===== src/psm_pkg.sv =====
// Package of constants and types shared by the power-saving mode ends
package psm_pkg;
  // Clock control register bit positions
  localparam int WAKE_BIT = 6;
  localparam int RC_WATCHDOG_ENABLE_BIT = 5;
  localparam int WDRST_BIT = 4;
  localparam logic [7:0] CLKCTL_RESET = 8'h00;
  // Stabilisation counter runs 00 to FF
  localparam logic [7:0] STAB_LAST = 8'hFF;
  // Prescaler tap used while the wake-up timer runs
  localparam int PRESCALE_DIV = 2048;
  localparam int PRESCALE_W = 11;
  // APB register offsets; the host controller decodes all but OFF_PERIOD
  localparam logic [7:0] OFF_CTRL = 8'h00;
  localparam logic [7:0] OFF_STATUS = 8'h04;
  localparam logic [7:0] OFF_CLKCTL = 8'h08;
  localparam logic [7:0] OFF_PERIOD = 8'h0C;
  // Release source count: reset included
  localparam int NUM_SRC = 4;

  typedef enum logic [4:0] {
    ST_RUN = 5'b00001,
    ST_STOP = 5'b00010,
    ST_RCSTOP = 5'b00100,
    ST_WAKE = 5'b01000,
    ST_STAB = 5'b10000
  } psm_state_t;

  // Decode the mode selected by the clock control byte
  function automatic psm_state_t modeOf(input logic [7:0] ctl);
    if (ctl[WAKE_BIT]) begin
      return ST_WAKE;
    end else if (ctl[RC_WATCHDOG_ENABLE_BIT]) begin
      return ST_RCSTOP;
    end
    return ST_STOP;
  endfunction : modeOf
endpackage : psm_pkg


===== src/psm_if.sv =====
// Interface joining the core-side controller and the power-saving sequencer
`timescale 1ns/1ps
interface psm_if;
  logic stopReq;
  logic [7:0] clockControl;
  logic masterIrqEnable;
  logic watchdogIrqEnable;
  logic stopped;
  logic oscRun;
  logic clkGate;
  logic wakeVector;
  logic wakeResume;
  logic wdtIrqTake;
  logic intReset;
  modport device (
    input stopReq, clockControl, masterIrqEnable, watchdogIrqEnable,
    output stopped, oscRun, clkGate, wakeVector, wakeResume, wdtIrqTake,
    intReset
  );
  modport host (
    output stopReq, clockControl, masterIrqEnable, watchdogIrqEnable,
    input stopped, oscRun, clkGate, wakeVector, wakeResume, wdtIrqTake,
    intReset
  );
endinterface : psm_if


===== src/psm_sync.sv =====
// Two-flop synchroniser bank for asynchronous wake pins
`timescale 1ns/1ps
module psm_sync #(
  parameter int W = 4
) (
  input wire logic mclk,
  input wire logic reset_n,
  input wire logic [W-1:0] din,
  output logic [W-1:0] dout
);
  logic [W-1:0] meta_reg;
  // First stage feeds only the second stage
  always_ff @(posedge mclk or negedge reset_n) begin
    if (!reset_n) begin
      meta_reg <= '0;
      dout <= '0;
    end else begin
      meta_reg <= din;
      dout <= meta_reg;
    end
  end
endmodule : psm_sync


===== src/psm_device.sv =====
// Power-saving mode sequencer of the microcontroller
//
// The APB interface to the registers and the register addresses were chosen for this implementation.
`timescale 1ns/1ps
// Function
// - Stop with wake bit 0 enters full stop, or watchdog stop if watchdog enable bit set
// - Stop with wake bit 1 enters wake timer
// - Full stop halts oscillator, holds all state
// - Ports keep held data and direction
// - Program counter holds next instruction address
// - Firmware writes clock control as whole bytes
// - Firmware puts two no-ops after stop
// - Full stop ends on reset or interrupt
// - Wake timer mode accepts listed release sources
// - Irq enable picks vectoring or plain resume
// - Interrupt wake counts stabiliser 00 to FF
// - Firmware sets prescaler for over 20 ms
// - Watchdog stop keeps RC oscillator running
// - Watchdog enable bit selects watchdog stop
// - Watchdog release may run watchdog service
// - Watchdog reset select raises internal reset
// - Wake mode runs prescaler 2048, timers only
// - Firmware selects 2048 clock before wake mode
// - Timer period register sets wake period
// - Wake mode release skips stabilisation
module psm_device #(
  parameter int PERIOD_W = 16
) (
  input wire logic mclk,
  input wire logic reset_n,
  psm_if.device link,
  input wire logic [3:0] extIrqPins,
  input wire logic [1:0] eventInputs,
  input wire logic spiEvent,
  input wire logic rcWatchdogTick,
  input wire logic [PERIOD_W-1:0] timerPeriod,
  input wire logic [7:0] portData,
  input wire logic [7:0] portDir,
  output logic [7:0] portOut,
  output logic [7:0] portOe,
  output logic prescaleTick,
  output logic timerOverflow,
  output logic rcOscRun,
  output logic [7:0] stabCount
);
  localparam int PRESCALE_W_L = psm_pkg::PRESCALE_W;
  psm_pkg::psm_state_t state_reg;
  logic [7:0] ctlHeld_reg;
  logic rstWake_reg;
  logic [PRESCALE_W_L-1:0] preCnt_reg;
  logic [PERIOD_W-1:0] timerCnt_reg;
  logic [6:0] pinSync;
  logic [6:0] pinPrev_reg;
  logic pinEdge;
  logic wdtEvent;

  psm_sync #(.W(7)) u_sync (
    .mclk(mclk),
    .reset_n(reset_n),
    .din({spiEvent, eventInputs, extIrqPins}),
    .dout(pinSync)
  );
  // Pin events and the RC watchdog; watchdog tick is assumed synchronous
  assign pinEdge = |(pinSync & ~pinPrev_reg);
  assign wdtEvent = rcWatchdogTick;

  always_ff @(posedge mclk or negedge reset_n) begin
    if (!reset_n) begin
      pinPrev_reg <= '0;
    end else begin
      pinPrev_reg <= pinSync;
    end
  end

  // Mode sequencer; reset itself is the remaining release source
  always_ff @(posedge mclk or negedge reset_n) begin
    if (!reset_n) begin
      state_reg <= psm_pkg::ST_RUN;
      ctlHeld_reg <= psm_pkg::CLKCTL_RESET;
    end else begin
      case (state_reg)
        psm_pkg::ST_RUN: begin
          if (link.stopReq) begin
            ctlHeld_reg <= link.clockControl;
            state_reg <= psm_pkg::modeOf(link.clockControl);
          end
        end
        psm_pkg::ST_STOP: begin
          if (pinEdge) state_reg <= psm_pkg::ST_STAB;
        end
        psm_pkg::ST_RCSTOP: begin
          if (pinEdge || wdtEvent) state_reg <= psm_pkg::ST_STAB;
        end
        psm_pkg::ST_WAKE: begin
          // Oscillator never stopped, so no stabilisation wait
          if (pinEdge || wdtEvent || timerOverflow) begin
            state_reg <= psm_pkg::ST_RUN;
          end
        end
        psm_pkg::ST_STAB: begin
          if (stabCount == psm_pkg::STAB_LAST) state_reg <= psm_pkg::ST_RUN;
        end
        default: state_reg <= psm_pkg::ST_RUN;
      endcase
    end
  end

  // Stabilisation counter from 00 to FF after an interrupt wake
  always_ff @(posedge mclk or negedge reset_n) begin
    if (!reset_n) begin
      stabCount <= 8'h00;
    end else if (state_reg == psm_pkg::ST_STAB) begin
      stabCount <= stabCount + 8'h01;
    end else begin
      stabCount <= 8'h00;
    end
  end

  // Marks a watchdog reset: the core restarts, so no wake is reported
  always_ff @(posedge mclk or negedge reset_n) begin
    if (!reset_n) begin
      rstWake_reg <= 1'b0;
    end else if (state_reg == psm_pkg::ST_RCSTOP && wdtEvent &&
                 ctlHeld_reg[psm_pkg::WDRST_BIT]) begin
      rstWake_reg <= 1'b1;
    end else if (state_reg == psm_pkg::ST_RUN) begin
      rstWake_reg <= 1'b0;
    end
  end

  // Prescaler runs in normal mode and, at its 2048 tap, in wake mode
  always_ff @(posedge mclk or negedge reset_n) begin
    if (!reset_n) begin
      preCnt_reg <= '0;
      prescaleTick <= 1'b0;
    end else if (state_reg == psm_pkg::ST_RUN ||
                 state_reg == psm_pkg::ST_WAKE) begin
      preCnt_reg <= preCnt_reg + 1'b1;
      prescaleTick <= &preCnt_reg;
    end else begin
      prescaleTick <= 1'b0;
    end
  end

  // Wake timer counts prescaler ticks up to the period register
  always_ff @(posedge mclk or negedge reset_n) begin
    if (!reset_n) begin
      timerCnt_reg <= '0;
      timerOverflow <= 1'b0;
    end else if (state_reg == psm_pkg::ST_WAKE && prescaleTick) begin
      if (timerCnt_reg >= timerPeriod) begin
        timerCnt_reg <= '0;
        timerOverflow <= 1'b1;
      end else begin
        timerCnt_reg <= timerCnt_reg + 1'b1;
        timerOverflow <= 1'b0;
      end
    end else begin
      if (state_reg != psm_pkg::ST_WAKE) timerCnt_reg <= '0;
      timerOverflow <= 1'b0;
    end
  end

  // Port pins frozen at the held values while not running
  always_ff @(posedge mclk or negedge reset_n) begin
    if (!reset_n) begin
      portOut <= 8'h00;
      portOe <= 8'h00;
    end else if (state_reg == psm_pkg::ST_RUN) begin
      portOut <= portData;
      portOe <= portDir;
    end else begin
      portOut <= portOut;
      portOe <= portOe;
    end
  end

  // Status and clock gating outputs
  always_ff @(posedge mclk or negedge reset_n) begin
    if (!reset_n) begin
      link.stopped <= 1'b0;
      link.oscRun <= 1'b1;
      link.clkGate <= 1'b0;
      rcOscRun <= 1'b0;
    end else begin
      link.stopped <= (state_reg != psm_pkg::ST_RUN);
      link.oscRun <= !(state_reg == psm_pkg::ST_STOP ||
                       state_reg == psm_pkg::ST_RCSTOP);
      link.clkGate <= (state_reg != psm_pkg::ST_RUN);
      rcOscRun <= (state_reg == psm_pkg::ST_RCSTOP);
    end
  end

  // Release outcome, one-cycle pulses: internal reset on leaving watchdog stop, the others on return to run
  always_ff @(posedge mclk or negedge reset_n) begin
    if (!reset_n) begin
      link.wakeVector <= 1'b0;
      link.wakeResume <= 1'b0;
      link.wdtIrqTake <= 1'b0;
      link.intReset <= 1'b0;
    end else begin
      link.wakeVector <= 1'b0;
      link.wakeResume <= 1'b0;
      link.wdtIrqTake <= 1'b0;
      link.intReset <= 1'b0;
      if (state_reg == psm_pkg::ST_RCSTOP && wdtEvent &&
          ctlHeld_reg[psm_pkg::WDRST_BIT]) begin
        link.intReset <= 1'b1;
      end else if ((state_reg == psm_pkg::ST_STAB && !rstWake_reg &&
                    stabCount == psm_pkg::STAB_LAST) ||
                   (state_reg == psm_pkg::ST_WAKE &&
                    (pinEdge || wdtEvent || timerOverflow))) begin
        if (link.masterIrqEnable) begin
          link.wakeVector <= 1'b1;
          link.wdtIrqTake <= link.watchdogIrqEnable &&
                             !ctlHeld_reg[psm_pkg::WDRST_BIT] &&
                             ctlHeld_reg[psm_pkg::RC_WATCHDOG_ENABLE_BIT];
        end else begin
          link.wakeResume <= 1'b1;
        end
      end
    end
  end
endmodule : psm_device


===== src/flat_wrapper.sv =====
// flat-port wrapper written by rule: the top's interface ports become plain ports
module psm_device_flat 
#(
  parameter int PERIOD_W = 16
)
  (mclk, reset_n, extIrqPins, eventInputs, spiEvent, rcWatchdogTick, timerPeriod, portData, portDir, portOut, portOe, prescaleTick, timerOverflow, rcOscRun, stabCount, link_stopReq, link_clockControl, link_masterIrqEnable, link_watchdogIrqEnable, link_stopped, link_oscRun, link_clkGate, link_wakeVector, link_wakeResume, link_wdtIrqTake, link_intReset);
  psm_if link_i ();
  input wire logic mclk;
  input wire logic reset_n;
  input wire logic [3:0] extIrqPins;
  input wire logic [1:0] eventInputs;
  input wire logic spiEvent;
  input wire logic rcWatchdogTick;
  input wire logic [PERIOD_W-1:0] timerPeriod;
  input wire logic [7:0] portData;
  input wire logic [7:0] portDir;
  output logic [7:0] portOut;
  output logic [7:0] portOe;
  output logic prescaleTick;
  output logic timerOverflow;
  output logic rcOscRun;
  output logic [7:0] stabCount;
  input wire logic [$bits(link_i.stopReq)-1:0] link_stopReq;
  input wire logic [$bits(link_i.clockControl)-1:0] link_clockControl;
  input wire logic [$bits(link_i.masterIrqEnable)-1:0] link_masterIrqEnable;
  input wire logic [$bits(link_i.watchdogIrqEnable)-1:0] link_watchdogIrqEnable;
  output wire logic [$bits(link_i.stopped)-1:0] link_stopped;
  output wire logic [$bits(link_i.oscRun)-1:0] link_oscRun;
  output wire logic [$bits(link_i.clkGate)-1:0] link_clkGate;
  output wire logic [$bits(link_i.wakeVector)-1:0] link_wakeVector;
  output wire logic [$bits(link_i.wakeResume)-1:0] link_wakeResume;
  output wire logic [$bits(link_i.wdtIrqTake)-1:0] link_wdtIrqTake;
  output wire logic [$bits(link_i.intReset)-1:0] link_intReset;
  assign link_i.stopReq = link_stopReq;
  assign link_i.clockControl = link_clockControl;
  assign link_i.masterIrqEnable = link_masterIrqEnable;
  assign link_i.watchdogIrqEnable = link_watchdogIrqEnable;
  assign link_stopped = link_i.stopped;
  assign link_oscRun = link_i.oscRun;
  assign link_clkGate = link_i.clkGate;
  assign link_wakeVector = link_i.wakeVector;
  assign link_wakeResume = link_i.wakeResume;
  assign link_wdtIrqTake = link_i.wdtIrqTake;
  assign link_intReset = link_i.intReset;
  psm_device #(.PERIOD_W(PERIOD_W)) u_core (.mclk(mclk), .reset_n(reset_n), .link(link_i), .extIrqPins(extIrqPins), .eventInputs(eventInputs), .spiEvent(spiEvent), .rcWatchdogTick(rcWatchdogTick), .timerPeriod(timerPeriod), .portData(portData), .portDir(portDir), .portOut(portOut), .portOe(portOe), .prescaleTick(prescaleTick), .timerOverflow(timerOverflow), .rcOscRun(rcOscRun), .stabCount(stabCount));
endmodule

===== config.mk =====
export PLATFORM = sky130hd
export DESIGN_NAME = psm_device_flat
export DESIGN_NICKNAME = d
export VERILOG_FILES = /design/src/psm_pkg.sv /design/src/psm_if.sv /design/src/psm_sync.sv /design/src/psm_device.sv /design/src/flat_wrapper.sv
export SDC_FILE = /design/constraint.sdc
export NUM_CORES = 1
export LEC_CHECK = 0
export ABC_AREA = 0
export BUFFER_PORTS_ARGS = -buffer_cell sky130_fd_sc_hd__buf_4
export CAP_MARGIN = 0
export CORE_MARGIN = 2
export CORE_UTILIZATION = 55
export CTS_CLUSTER_DIAMETER = 100
export DETAILED_ROUTE_END_ITERATION = 10
export PLACE_DENSITY = 0.84
export SLEW_MARGIN = 10
export SYNTH_ARGS = -nofsm -noshare
export SYNTH_HDL_FRONTEND = slang
export SYNTH_HIERARCHICAL = 1
export SYNTH_SLANG_ARGS = --single-unit

===== constraint.sdc =====
create_clock -name mclk -period 5.6 [get_ports mclk]
set_input_delay 1.12 -clock mclk [delete_from_list [all_inputs] [get_ports mclk]]
set_output_delay 1.12 -clock mclk [all_outputs]
set_load 0.1 [all_outputs]

# --- Yosys cells after proc, flatten, opt, wreduce, memory -nomap -nowiden ---
# Index checks and enable logic that the tools add are counted.
op_classes:
  addsub: 3
  magnitude_cmp: 1
  reduce_logical: 22
  mux: 32
  n_eq_ne: 13
  n_bitwise: 2
op_table:
  columns: ["op", "n"]
  rows:
  - ["two-way mux 16 bit", 3]
  - ["two-way mux 5 bit", 8]
  - ["one-hot mux 5 bit (5 select lines)", 1]
  - ["two-way mux 1 bit", 19]
  - ["adder 16 x 1 -> 16 bit (second input constant)", 1]
  - ["greater-or-equal comparator 16 bit", 1]
  - ["adder 11 x 1 -> 11 bit (second input constant)", 1]
  - ["AND reduction 11 bit", 1]
  - ["adder 8 x 1 -> 8 bit (second input constant)", 1]
  - ["equality test 8 bit (second input constant)", 1]
  - ["logical AND 1 bit", 8]
  - ["two-way mux 8 bit", 1]
  - ["inequality test 2 x 1 -> 1 bit (second input constant)", 4]
  - ["AND 7 bit", 1]
  - ["NOT 7 bit", 1]
  - ["OR reduction 7 bit", 1]
  - ["equality test 5 x 1 -> 1 bit (second input constant)", 1]
  - ["equality test 5 x 2 -> 1 bit (second input constant)", 1]
  - ["equality test 5 x 3 -> 1 bit (second input constant)", 1]
  - ["equality test 5 x 4 -> 1 bit (second input constant)", 1]
  - ["equality test 5 bit (second input constant)", 1]
  - ["logical OR 1 bit", 5]
  - ["inequality test 5 x 1 -> 1 bit (second input constant)", 1]
  - ["inequality test 5 x 4 -> 1 bit (second input constant)", 1]
  - ["5 further kinds", 8]
totals:
  in_bits: 53
  out_inout_bits: 34
  word_cells: 93
  ff_bits: 93

# --- Longest topological paths before layout ---
# Gate-level depths: netlist (run 1).
depth:
  depth_word: 9
  mapped_depth: 9
  ltp_nobuf: 8

# --- Modules after synthesis ---
# Netlist (run 1), hierarchy kept.
modules_own_cells:
  columns: ["mod", "instances", "cells_each", "area_each_um2", "seq_area_each_um2"]
  rows:
  - ["psm_device", 1, 348, 3684.8, 1879.3]
  - ["psm_sync", 1, 14, 350.3, 350.3]

# --- Worst setup path before layout (run 1) ---
# Ideal clock, no wire load.
synth_path:
  kind: "in2reg"
  startpoint: "input timerPeriod[2]"
  endpoint: "register u_core.timerCnt_reg[10]"
  setup_ns: 0.082
  required_ns: 5.518
  stages: 9
  n_path_buf: 1
  t_arrival_ns: 2.691
  setup_slack_ns: 2.827
  cell_sequence: "inv_1 -> ha_1 -> a211o_1 -> a31oi_1 -> nor3_1 -> o31ai_4 -> clkbuf_1 -> nand2_1 -> a31oi_1"
synth_via:
  elab_chain_cells: 3
synth_lines:
  columns: ["item", "line", "text"]
  rows:
  - ["start: declaration", "flat_wrapper.sv:14", "input wire logic [PERIOD_W-1:0] timerPeriod;"]
  - ["greater-or-equal comparator 16 bit", "psm_device.sv:151", "if (timerCnt_reg >= timerPeriod) begin"]
  - ["two-way mux 16 bit", "psm_device.sv:151", null]
  - ["two-way mux 16 bit", "psm_device.sv:150", "end else if (state_reg == psm_pkg::ST_WAKE && prescaleTick) begin"]
  - ["end signal: assignment", "psm_device.sv:155", "timerCnt_reg <= timerCnt_reg + 1'b1;"]
  - ["end: declaration", "psm_device.sv:51", "logic [PERIOD_W-1:0] timerCnt_reg;"]
# No other way between the ends.
# A chain may end at the register's enable or synchronous reset.

# --- Worst setup path after layout (run 1) ---
layout_path:
  startpoint: "input timerPeriod[2]"
  endpoint: "register u_core.timerCnt_reg[0]"
# The elaborated chain is that of the path after synthesis.

==> metrics.md, run 1 <==
| Metric | Value |
|---|---|
| FF-to-FF setup slack | `2.99 ns` |
| Wire per inst | `14.7 µm` |
| Clock power share | `0.200` |
| Mapped Area | `4040 µm²` |
| Mux contribution to synthesized area | `0.0555` |
| Largest family of logic cells by synthesized area | `simple AND/OR/NAND/NOR gates` |
| Share of layout cells above drive strength 1 | `0.276` |
| Total Wirelength | `8.03 mm` |
| Synth area leader | `dfrtp_1` |
| Worst-path cell chain | `buf_4 > inv_1 > ha_1 > a211o_1 > a31oi_1 > nor3_1 > o31ai_4 > nand2_1 > o21ai_0` |
| Adder-Cell Fraction of Synth Area | `0.0589` |
| Placed cell area | `4720 µm²` |
| CTS tree | `built` |
| Die Area | `8040 µm²` |
| Hold Crit Class | `flip-flop to flip-flop` |
| WS Path Type | `input pin to flip-flop` |
| Max Root-Sink Buffers | `2` |
| IO buf count | `81` |
| Syn avg cell area | `11.1 µm²` |
| FMAX | `331 MHz` |
| Hold-fix buffers, CTS | `0` |
| CP Buf/Inv Count | `2` |
| Clk sinks | `89` |
| Min-Delay Endpoint | `u_core/u_sync/dout[2]$_DFF_PN0_` |
| Skew final | `0.00842 ns` |
| Post-Syn Instances | `362` |
| Area share of xor/xnor cells in the synthesized design | `0.0412` |
| Grt ovf | `0` |
| Max reg flops | `16` |
| Library cells used by synthesis | `51` |
| Power Total | `2250 µW` |
| Hold path cells | `0` |
| Final Hold Viols | `0` |
| Warnings from Yosys | `6` |
| Post-CTS resize count | `0` |
| Initial core utilization | `0.562` |
| Post-CTS Setup Repair Bufs | `0` |
| Crit path time final | `3.02 ns` |
| VDD IR max | `440 µV` |
| Crit-path max FO | `25` |
| Sw frac | `0.447` |
| Largest net degree at the start of global routing | `90` |
| Antenna diodes | `0` |
| Path depth of the worst reg2reg path | `7` |
| Max Slew Vio Count | `0` |
| Share of the synthesized area in the top cell type | `0.540` |
| 1st-iter DRT viols | `255` |
| Sequential Power Share | `0.373` |
| DR vias/cell | `5.65` |
| Htree depth | `3` |
| Status | `finished clean` |
| WP depth | `9` |
| Overall routing resource usage | `0.207` |
| First-pass GRT wire length | `12.7 mm` |
| Cell Int Power | `1240 µW` |
| Rows | `31` |
| Final nets | `516` |
| Die X | `89.7 µm` |
| Fin crit share | `0.540` |
| Worst-Skew Late Latency | `0.35 ns` |
| Gate power share | `0.427` |
| Core ar. | `7180 µm²` |
| Setup TNS | `0 ns` |
| Clk root buf | `clkbuf_8` |
| Area delta synth->final | `21.9%` |
| Worst r2r src | `u_core/timerCnt_reg[14]$_DFFE_PN0P_` |
| Clock transition at path regs | `0.09 ns` |
| Crit path largest cell delay | `0.73 ns` |
| Hold Startpoint | `u_core/u_sync/meta_reg[2]$_DFF_PN0_` |
| Num CTS Buffers | `9` |
| WP data required | `5.86 ns` |
| GP Congestion | `0.848` |
| Vias | `3,094` |
| Worst R2R End | `u_core/timerCnt_reg[3]$_DFFE_PN0P_` |
| DRT Pass-1 Iters | `5` |
| Worst Tran Pin Value | `1.07 ns` |
| # IOs | `87` |
| Max_cap viols | `0` |
| Post-synthesis compound-gate area fraction | `0.0884` |
| CP delay by family, top | `compound AO/OA/AOI/OAI gates` |
| P_sw | `1000 µW` |
| Vias in the first global route | `2,846` |
| Setup-violating endpoint count in the final report | `0` |
| Leak | `0.00238 µW` |
| Post-Synth Simple-Gate Area | `0.168` |
| Drt drc | `0` |
| Chip Height | `89.7 µm` |
| Initial antenna violation count | `0` |
| Register bit total from synthesis | `89` |
| Critical Path Start Type | `input pin` |
| PwrDens | `457 nW/µm²` |
| Setup crit end kind | `flip-flop` |
| Post-synthesis sequential area ratio | `0.553` |
| Antenna viol nets, final | `0` |
| Post-DP HPWL | `5.77 mm` |
| Arr. time, crit path | `3.28 ns` |
| Slew HR | `0.290` |
| CP max-delay cell | `o31ai_4` |
| Post-Syn Nets | `434` |
| Cell area after layout | `4920 µm²` |
| Unrepaired setup endpoints after global routing | `no` |
| Synth area leaders | `dfrtp_1 54%, ha_1 5.9%, mux2_2 5.3%` |
## routing by layer
layer | GRT usage | vias up | share of wire
met5 | 0 | - | 0
met4 | 0.0977 | 0 | 0.020
met3 | 0.0393 | 15 | 0.059
met2 | 0.334 | 134 | 0.52
met1 | 0.270 | 1504 | 0.40
li1 | - | 1441 | -
## through the flow
stage	hold WS [ns]	util	setup slack [ns]	cells
6_report	0.353	0.686	2.58	548
5_1_grt	0.368	0.686	2.35	548
4_1_cts	0.357	0.686	2.62	548
3_5_place_dp	0.335	0.657	2.25	532
3_3_place_gp	0.333	0.657	2.32	532
2_1_floorplan	0.331	-	2.83	362
## worst max-delay path by stage
| stage | start | endpoint | slack, ns |
|---|---|---|---|
| 2_1_floorplan | timerPeriod[2] | u_core/timerCnt_reg[10]$_DFFE_PN0P_ | 2.83 |
| 3_3_place_gp | timerPeriod[2] | u_core/timerCnt_reg[0]$_DFFE_PN0P_ | 2.32 |
| 3_5_place_dp | timerPeriod[2] | u_core/timerCnt_reg[0]$_DFFE_PN0P_ | 2.25 |
| 4_1_cts | timerPeriod[2] | u_core/timerCnt_reg[0]$_DFFE_PN0P_ | 2.62 |
| 5_1_grt | timerPeriod[2] | u_core/timerCnt_reg[0]$_DFFE_PN0P_ | 2.35 |
| 6_report | timerPeriod[2] | u_core/timerCnt_reg[0]$_DFFE_PN0P_ | 2.58 |
## kinds of logic after synthesis
| logic type | count (synthesis) |
|---|---|
| AO/OA/AOI/OAI | 49 |
| XOR/XNOR | 19 |
| adder cells (fa/ha/maj) | 19 |
| buffers and inverters | 35 |
| flip-flops | 89 |
| multiplexers | 20 |
| AND/OR/NAND/NOR | 131 |
## cell usage in the layout (no fill, tap or decap), types with 2 or more instances in the layout
| cell | count |
|---|---|
| a21o_1 | 3 |
| nor3_1 | 14 |
| nor4_1 | 3 |
| nor2_1 | 27 |
| nand3b_1 | 2 |
| nand4_1 | 8 |
| dfstp_2 | 2 |
| inv_6 | 3 |
| and2_1 | 4 |
| a41oi_1 | 7 |
| o22ai_1 | 3 |
| buf_4 | 81 |
| or4_1 | 2 |
| and3_1 | 10 |
| a21oi_1 | 5 |
| nand3_1 | 19 |
| nand2b_1 | 3 |
| ha_1 | 19 |
| nand2_1 | 30 |
| inv_1 | 25 |
| dfrtp_1 | 87 |
| xnor2_1 | 9 |
| mux2_2 | 19 |
| o21ai_0 | 8 |
| a31oi_1 | 11 |
| clkbuf_8 | 10 |
| xor2_1 | 10 |
## layout make-up
cell class              instances  area [µm²]
fillers                       545        2260
flip-flops and latches         89        2230
multi-input cells             238        1660
repair buffers                 81         608
clock buffers                  11         141
well taps                      99         124
inverters                      25        93.8
clock inverters                 5        61.3
## worst register-to-register path, delay by kind of cell (launching register included)
family	cells	cell delay, ns
adder cells (fa/ha/maj)	1	0.33
flip-flops	1	0.44
AND/OR/NAND/NOR	3	0.68
AO/OA/AOI/OAI	3	1.03
## power groups by stage
| stage | Sequential [µW] | Combinational (µW) | Clock [µW] |
|---|---|---|---|
| 6_report | 839 | 959 | 449 |
| 5_1_grt | 855 | 1000 | 492 |
| 4_1_cts | 839 | 966 | 462 |
| 3_5_place_dp | 852 | 965 | 0 |
| 3_3_place_gp | 843 | 949 | 0 |
| 2_1_floorplan | 1320 | 276 | 0 |
## Yosys cell counts (all sizes together)
cell type  count
o32ai          2
o21ai          8
or4b           1
nand2b         3
or4            2
o31ai          2
xor2          10
and3          10
mux2          19
clkbuf         6
or2            2
and2           4
inv           25
nor3b          1
nor4b          1
nor4           4
a32o           1
a21o           3
and4           1
nand3         19
dfstp          2
o22ai          3
nor2          27
nand2         30
o211ai         1
a211oi         1
o21bai         1
nand4b         1
buf            4
a211o          1
a41oi          7
nand4          8
dfrtp         87
ha            19
nor3          14
a31oi         11
nor2b          1
nand3b         2
a31o           1
o221ai         1
a21oi          5
a22oi          1
mux2i          1
xnor2          9
Note: power is estimated with default switching activity, not from simulation.
==> inputs of run 2 (changes only) <==
Settings changed: CORE_UTILIZATION 55 to 49, PLACE_DENSITY 0.84 to 0.79.
Clock period 5.6 ns to 2.7 ns, I/O delays scaled along.
==> run 2 against run 1 <==
Hold slack lost 0.19 ns. Setup slack worse by 2.0 ns. Register-to-register slack lost 2.4 ns. Combinational power up 110%. Critical path depth is 1 lower. Sequential cell count is the same. Global-route usage is 1.2 points lower. First-iteration DRC count decreased by 12%. Sequential share of layout area is 0.34 points lower. Clock skew is 0.00083 ns higher.
==> metrics.md, run 2 (synthesized netlist as in run 1, its figures left out) <==
| Metric | Value |
|---|---|
| Area delta synth->final | `22.9%` |
| Die X | `94.7 µm (+5.7%)` |
| Core ar. | `8090 µm² (+13%)` |
| Vias in the first global route | `3,020 (+6.1%)` |
| Worst slack at placement | `0.316 ns (-1.94 ns)` |
| Sequential Power Share | `0.383 (+0.010)` |
| FF-to-FF setup slack | `0.55 ns (-2.44 ns)` |
| Clock power share | `0.176 (-0.024)` |
| Post-CTS resize count | `0 (unchanged)` |
| GRT met1 Usage | `0.244 (-0.0255)` |
| Final Hold Viols | `0 (unchanged)` |
| WS Path Type | `flip-flop to flip-flop` |
| Die Area | `8980 µm² (+12%)` |
| Clk root buf | `clkbuf_8` |
| 1st-iter DRT viols | `225 (-12%)` |
| Hold-fix buffers, CTS | `0 (unchanged)` |
| Max_cap viols | `0 (unchanged)` |
| Max Slew Vio Count | `0 (unchanged)` |
| Drt drc | `0 (unchanged)` |
| Fin crit share | `0.796` |
| Skew final | `0.00925 ns (+0.000832 ns)` |
| Arr. time, crit path | `2.40 ns (-0.88 ns)` |
| Post-CTS Setup Repair Bufs | `0 (unchanged)` |
| Unrepaired setup endpoints after global routing | `no` |
| Final WS setup | `0.550 ns (-2.03 ns)` |
| GRT met2 Usage | `0.334 (about the same)` |
| Share of layout cells above drive strength 1 | `0.286 (+0.00955)` |
| Total Wirelength | `8.17 mm (+1.7%)` |
| Met3 usage | `0.0391 (-0.000199)` |
| First-pass GRT wire length | `13.7 mm (+7.7%)` |
| VDD IR max | `602 µV (+37%)` |
| CP delay by family, top | `compound AO/OA/AOI/OAI gates` |
| Setup-violating endpoint count in the final report | `0 (unchanged)` |
| P_sw | `2080 µW (+110%)` |
| Antenna diodes | `0 (unchanged)` |
| CP max-delay cell | `dfrtp_1` |
| IO buf count | `81 (unchanged)` |
| Max reg flops | `16 (unchanged)` |
| FMAX | `465 MHz` |
| Chip Height | `94.7 µm (+5.7%)` |
| DR vias/cell | `5.47 (-3.1%)` |
| Worst r2r src | `u_core/timerCnt_reg[2]$_DFFE_PN0P_` |
| Sw frac | `0.457 (+0.0107)` |
| DRT Pass-1 Iters | `4 (-1)` |
| Clock transition at path regs | `0.09 ns (about the same)` |
| Wire per inst | `14.6 µm (-0.45%)` |
| Cell Int Power | `2460 µW (+98%)` |
| Post-DP HPWL | `6.06 mm (+4.9%)` |
| Critical path origin | `u_core/timerCnt_reg[2]$_DFFE_PN0P_` |
| Final nets | `523 (+1.4%)` |
| Largest net degree at the start of global routing | `52 (-42%)` |
| Gate power share | `0.441 (+0.014)` |
| Most frequent cells in the layout | `87 x buf_4, 87 x dfrtp_1, 30 x nand2_1, 27 x nor2_1, 25 x inv_1` |
| Vias | `3,065 (-0.94%)` |
| CTS tree | `built` |
| # IOs | `87 (unchanged)` |
| CP Buf/Inv Count | `1 (-1)` |
| Num CTS Buffers | `9 (unchanged)` |
| Worst Tran Pin Value | `0.519 ns (-0.547 ns)` |
| Critical Path Start Type | `flip-flop` |
| Crit-path max FO | `25 (unchanged)` |
| Slew HR | `0.651 (+0.361)` |
| Crit path largest cell delay | `0.43 ns (-0.30 ns)` |
| Worst-path cell chain | `ha_1 > a211o_1 > a31oi_1 > nor3_1 > o31ai_4 > buf_4 > nand2_1 > o21ai_0` |
| Grt ovf | `0 (unchanged)` |
| Hold Crit Class | `input pin to asynchronous set/reset pin` |
| Most used routing layer | `met2` |
| PwrDens | `915 nW/µm² (+100%)` |
| Crit path time final | `2.15 ns` |
| Status | `finished clean` |
| Antenna viol nets, final | `0 (unchanged)` |
| GP Congestion | `0.845 (-0.40%)` |
| Clk sinks | `89 (unchanged)` |
| Rows | `33 (+6.5%)` |
| Initial antenna violation count | `0 (unchanged)` |
| Setup crit end kind | `flip-flop` |
| Worst-Skew Late Latency | `0.34 ns (about the same)` |
| Initial core utilization | `0.499 (-0.0637)` |
| Leak | `0.00239 µW (+0.40%)` |
| Htree depth | `3 (unchanged)` |
| Max Root-Sink Buffers | `2 (unchanged)` |
| Overall routing resource usage | `0.195 (-0.0116)` |
| Setup TNS | `0 ns (unchanged)` |
| WP data required | `2.95 ns (-2.91 ns)` |
-- run 2: cell count changes in the layout (fill, tap and decap cells not counted), sizes merged --
cell | before | now
clkbuf | 11 | 10
bufinv | 1 | 0
clkinv | 1 | 0
buf | 81 | 88
inv | 28 | 27
clkinvlp | 0 | 3
-- run 2: layout make-up --
type	count	area, µm²
fill	675	3140
tap	105	131
inverter	25	93.8
clock buffer	10	128
multi-input combinational	238	1660
timing repair buffer	88	673
sequential	89	2230
clock inverter	5	40.0
-- run 2: path summary, 6_finish.rpt --
path / to / cells after the start
max in group asynchronous: u_core/portOe[1]$_DFFE_PN0N_ / 2
min in group mclk: u_core/u_sync/meta_reg[4]$_DFF_PN0_ / 1
worst max register to register: u_core/timerCnt_reg[14]$_DFFE_PN0P_ / 8
worst min-delay path: u_core/portOut[4]$_DFFE_PN0N_ / 1
worst max-delay path: u_core/timerCnt_reg[14]$_DFFE_PN0P_ / 8
worst min register to register: u_core/u_sync/dout[0]$_DFF_PN0_ / 0
-- run 2: power by group through the flow --
stage / Clock [µW] / Sequential, µW / Combinational (µW)
5_1_grt: 898 / 1770 / 2090
4_1_cts: 831 / 1740 / 2020
6_report: 797 / 1740 / 2000
3_5_place_dp: 0 / 1770 / 2010
3_3_place_gp: 0 / 1750 / 1980
2_1_floorplan: 0 / 2750 / 573
-- run 2: metal layers --
metal / routed length [µm] / part of all wire
met5: 0 / 0
met4: 107 / 0.013
met1: 3460 / 0.42
met2: 4300 / 0.53
met3: 305 / 0.037
-- run 2: stage by stage --
step | instances | area (µm²) | hold slack (ns) | total power (µW) | utilization
floorplan | 362 | 4040 | 0.244 | 3320 | -
global placement | 545 | 4790 | 0.331 | 3730 | 0.592
detailed placement | 545 | 4790 | 0.335 | 3780 | 0.592
CTS | 560 | 4960 | 0.170 | 4590 | 0.613
global route | 560 | 4960 | 0.187 | 4760 | 0.613
finish | 560 | 4960 | 0.160 | 4540 | 0.613
==> inputs of run 3 (changes only) <==
Clock period 2.7 ns to 1.7 ns, I/O delays scaled along.
==> run 3 against run 2 <==
The flow now finishes with violations (negative setup slack). Count of clock-buffer cells in the layout down 1. Sequential cell count unchanged. Sequential share of layout area down 5.2 points. Final cell count is 8.6% higher. Utilization rose by 8.2 points. Total power rose by 75%. Highest routed layer unchanged. Die area unchanged. Combinational power up 76%. Hold slack lost 0.069 ns.
==> metrics.md, run 3 (synthesized netlist as in run 1, its figures left out) <==
| Metric | Value |
|---|---|
| Setup TNS | `-4.75 ns (-4.75 ns)` |
| Crit path largest cell delay | `0.40 ns (-0.03 ns)` |
| Antenna diodes | `0 (unchanged)` |
| Fin crit share | `1.22 (+0.426)` |
| Filler instances | `581 (-14%)` |
| Setup-violating endpoint count in the final report | `21 (+21)` |
| 1st-iter DRT viols | `200 (-11%)` |
| Met2 wire length | `5.06 mm (+18%)` |
| Hold path cells | `1` |
| Worst Tran Pin Value | `0.402 ns (-0.117 ns)` |
| Clock transition at path regs | `0.10 ns (about the same)` |
| Chip Height | `94.7 µm (unchanged)` |
| Power Total | `7940 µW (+75%)` |
| Vias in the first global route | `3,189 (+5.6%)` |
| Worst-Skew Late Latency | `0.35 ns (about the same)` |
| Die X | `94.7 µm (unchanged)` |
| Max reg flops | `16 (unchanged)` |
| Core ar. | `8090 µm² (unchanged)` |
| Final Hold Viols | `0 (unchanged)` |
| Initial antenna violation count | `0 (unchanged)` |
| Htree depth | `3 (unchanged)` |
| DRT Pass-1 Iters | `4 (unchanged)` |
| Largest net degree at the start of global routing | `36 (-31%)` |
| Max_cap viols | `0 (unchanged)` |
| Initial core utilization | `0.499 (unchanged)` |
| Max Root-Sink Buffers | `2 (unchanged)` |
| FF-to-FF setup slack | `-0.38 ns (-0.93 ns)` |
| FMAX | `481 MHz (+3.5%)` |
| Die Area | `8980 µm² (unchanged)` |
| Num CTS Buffers | `9 (unchanged)` |
| Antenna viol nets, final | `0 (unchanged)` |
| Path depth of the worst reg2reg path | `8 (unchanged)` |
| Worst-path cell chain | `ha_1 > a21o_1 > nand2_1 > a31oi_2 > buf_4 > nor4_1 > a22oi_2 > o21ai_1` |
| Most frequent cells in the layout | `127 x buf_4, 79 x dfrtp_1, 26 x nand2_1, 25 x inv_1, 24 x nor2_1` |
| Leak | `0.00273 µW (+14%)` |
| Rows | `33 (unchanged)` |
| CTS tree | `built` |
| Slew HR | `0.730 (+0.0787)` |
| GP Congestion | `0.855 (+1.2%)` |
| Worst R2R End | `u_core/timerCnt_reg[3]$_DFFE_PN0P_` |
| Vias | `3,316 (+8.2%)` |
| Critical Path Start Type | `flip-flop` |
| Wire per inst | `15.4 µm (+5.3%)` |
| Max Slew Vio Count | `0 (unchanged)` |
| Min-Delay Endpoint | `u_core/u_sync/meta_reg[4]$_DFF_PN0_` |
| Clk root buf | `clkbuf_8` |
| Overall routing resource usage | `0.206 (+0.0108)` |
| Final WS setup | `-0.378 ns (-0.928 ns)` |
| CP max-delay cell | `dfrtp_1` |
| Status | `finished, violations left` |
| Grt ovf | `0 (unchanged)` |
| Crit path time final | `2.08 ns (-0.0719 ns)` |
| Setup crit end kind | `flip-flop` |
| Post-DP HPWL | `6.35 mm (+4.8%)` |
| Post-Route M1 WL | `3.67 mm (+6.0%)` |
| Hold Startpoint | `eventInputs[0]` |
| First-pass GRT wire length | `14.4 mm (+4.9%)` |
| Leading cell type in the layout, fill and taps excluded | `buf_4` |
| Share of layout cells above drive strength 1 | `0.423 (+0.138)` |
| # IOs | `87 (unchanged)` |
| Drt drc | `0 (unchanged)` |
| Routed wl met3 | `407 µm (+33%)` |
| DR top layer | `met4` |
| WS Path Type | `flip-flop to flip-flop` |
| Arr. time, crit path | `2.34 ns (-0.06 ns)` |
| IO buf count | `81 (unchanged)` |
| Clk sinks | `89 (unchanged)` |
| PwrDens | `1410 nW/µm² (+54%)` |
| Skew final | `0.0123 ns (+0.00310 ns)` |
| Area delta synth->final | `39.4%` |
| VDD IR max | `1140 µV (+90%)` |
| DR vias/cell | `5.45 (-0.35%)` |
| Worst r2r src | `u_core/timerCnt_reg[10]$_DFFE_PN0P_` |
| Unrepaired setup endpoints after global routing | `yes` |
| Crit-path max FO | `10 (-60%)` |
| Hold Crit Class | `input pin to flip-flop` |
| WP data required | `1.96 ns (-0.99 ns)` |
| Final nets | `570 (+9.0%)` |
| Failing checks | `negative setup slack` |
| Total Wirelength | `9.35 mm (+14%)` |
[run 3: cell count changes in the layout (fill, tap and decap cells not counted), sizes merged]
| cell | change |
|---|---|
| clkinvlp | -2 |
| clkinv | +1 |
| bufinv | +2 |
| inv | +1 |
| dlygate4sd3 | +1 |
| buf | +45 |
[run 3: final cells by class]
type,count,area (µm²),share of cell area
clock buffer,9,124,0.0220
inverter,25,93.8,0.0167
sequential,89,2240,0.398
tap,105,131,0.0234
clock inverter,7,110,0.0196
timing repair buffer,135,1100,0.195
multi-input combinational,238,1830,0.325
[run 3: how the worst max path moves through the flow]
stage / to / start / depth (start not counted)
floorplan: u_core/timerOverflow$_DFF_PN0_ / u_core/timerCnt_reg[2]$_DFFE_PN0P_ / 8
global placement: u_core/timerCnt_reg[3]$_DFFE_PN0P_ / timerPeriod[2] / 10
detailed placement: u_core/timerCnt_reg[10]$_DFFE_PN0P_ / timerPeriod[2] / 10
CTS: u_core/timerCnt_reg[5]$_DFFE_PN0P_ / u_core/timerCnt_reg[2]$_DFFE_PN0P_ / 9
global route: u_core/timerCnt_reg[3]$_DFFE_PN0P_ / u_core/timerCnt_reg[12]$_DFFE_PN0P_ / 7
finish: u_core/timerCnt_reg[3]$_DFFE_PN0P_ / u_core/timerCnt_reg[10]$_DFFE_PN0P_ / 8
[run 3: critical path, delay by kind of cell (launching register included)]
kind / cells / cell delay, ns
compound gates: 4 / 0.54
flops: 1 / 0.40
buf+inv: 1 / 0.21
simple gates: 2 / 0.51
fa+ha+maj: 1 / 0.32
[run 3: routing by layer]
layer / GRT usage / vias up
met5: 0 / -
met4: 0.106 / 0
met3: 0.0351 / 20
met2: 0.356 / 95
met1: 0.246 / 1639
li1: - / 1562
[run 3: power breakdown]
group / internal [µW] / switching, µW
registers: 2510 / 258
logic: 1080 / 2430
clock network: 861 / 799
total: 4450 / 3480
[run 3: per-stage QoR]
stage          cells  hold WS [ns]  cell area, µm²   util  worst slack (ns)
5_1_grt          608        0.0662            5620  0.695            -0.436
6_report         608        0.0905            5620  0.695            -0.378
3_5_place_dp     583         0.305            5110  0.631            -0.370
3_3_place_gp     583         0.295            5110  0.631            -0.305
2_1_floorplan    362        0.0444            4060      -            -0.246
4_1_cts          603        0.0750            5470  0.675            -0.318
[run 3: repair_timing]
action	CTS	global route
hold buffers	1	0
gates resized for setup	15	24
endpoints found under the hold margin	27	0
gates cloned	1	1
setup endpoints to repair	23	31
pin swaps	5	14
buffers inserted	2	5
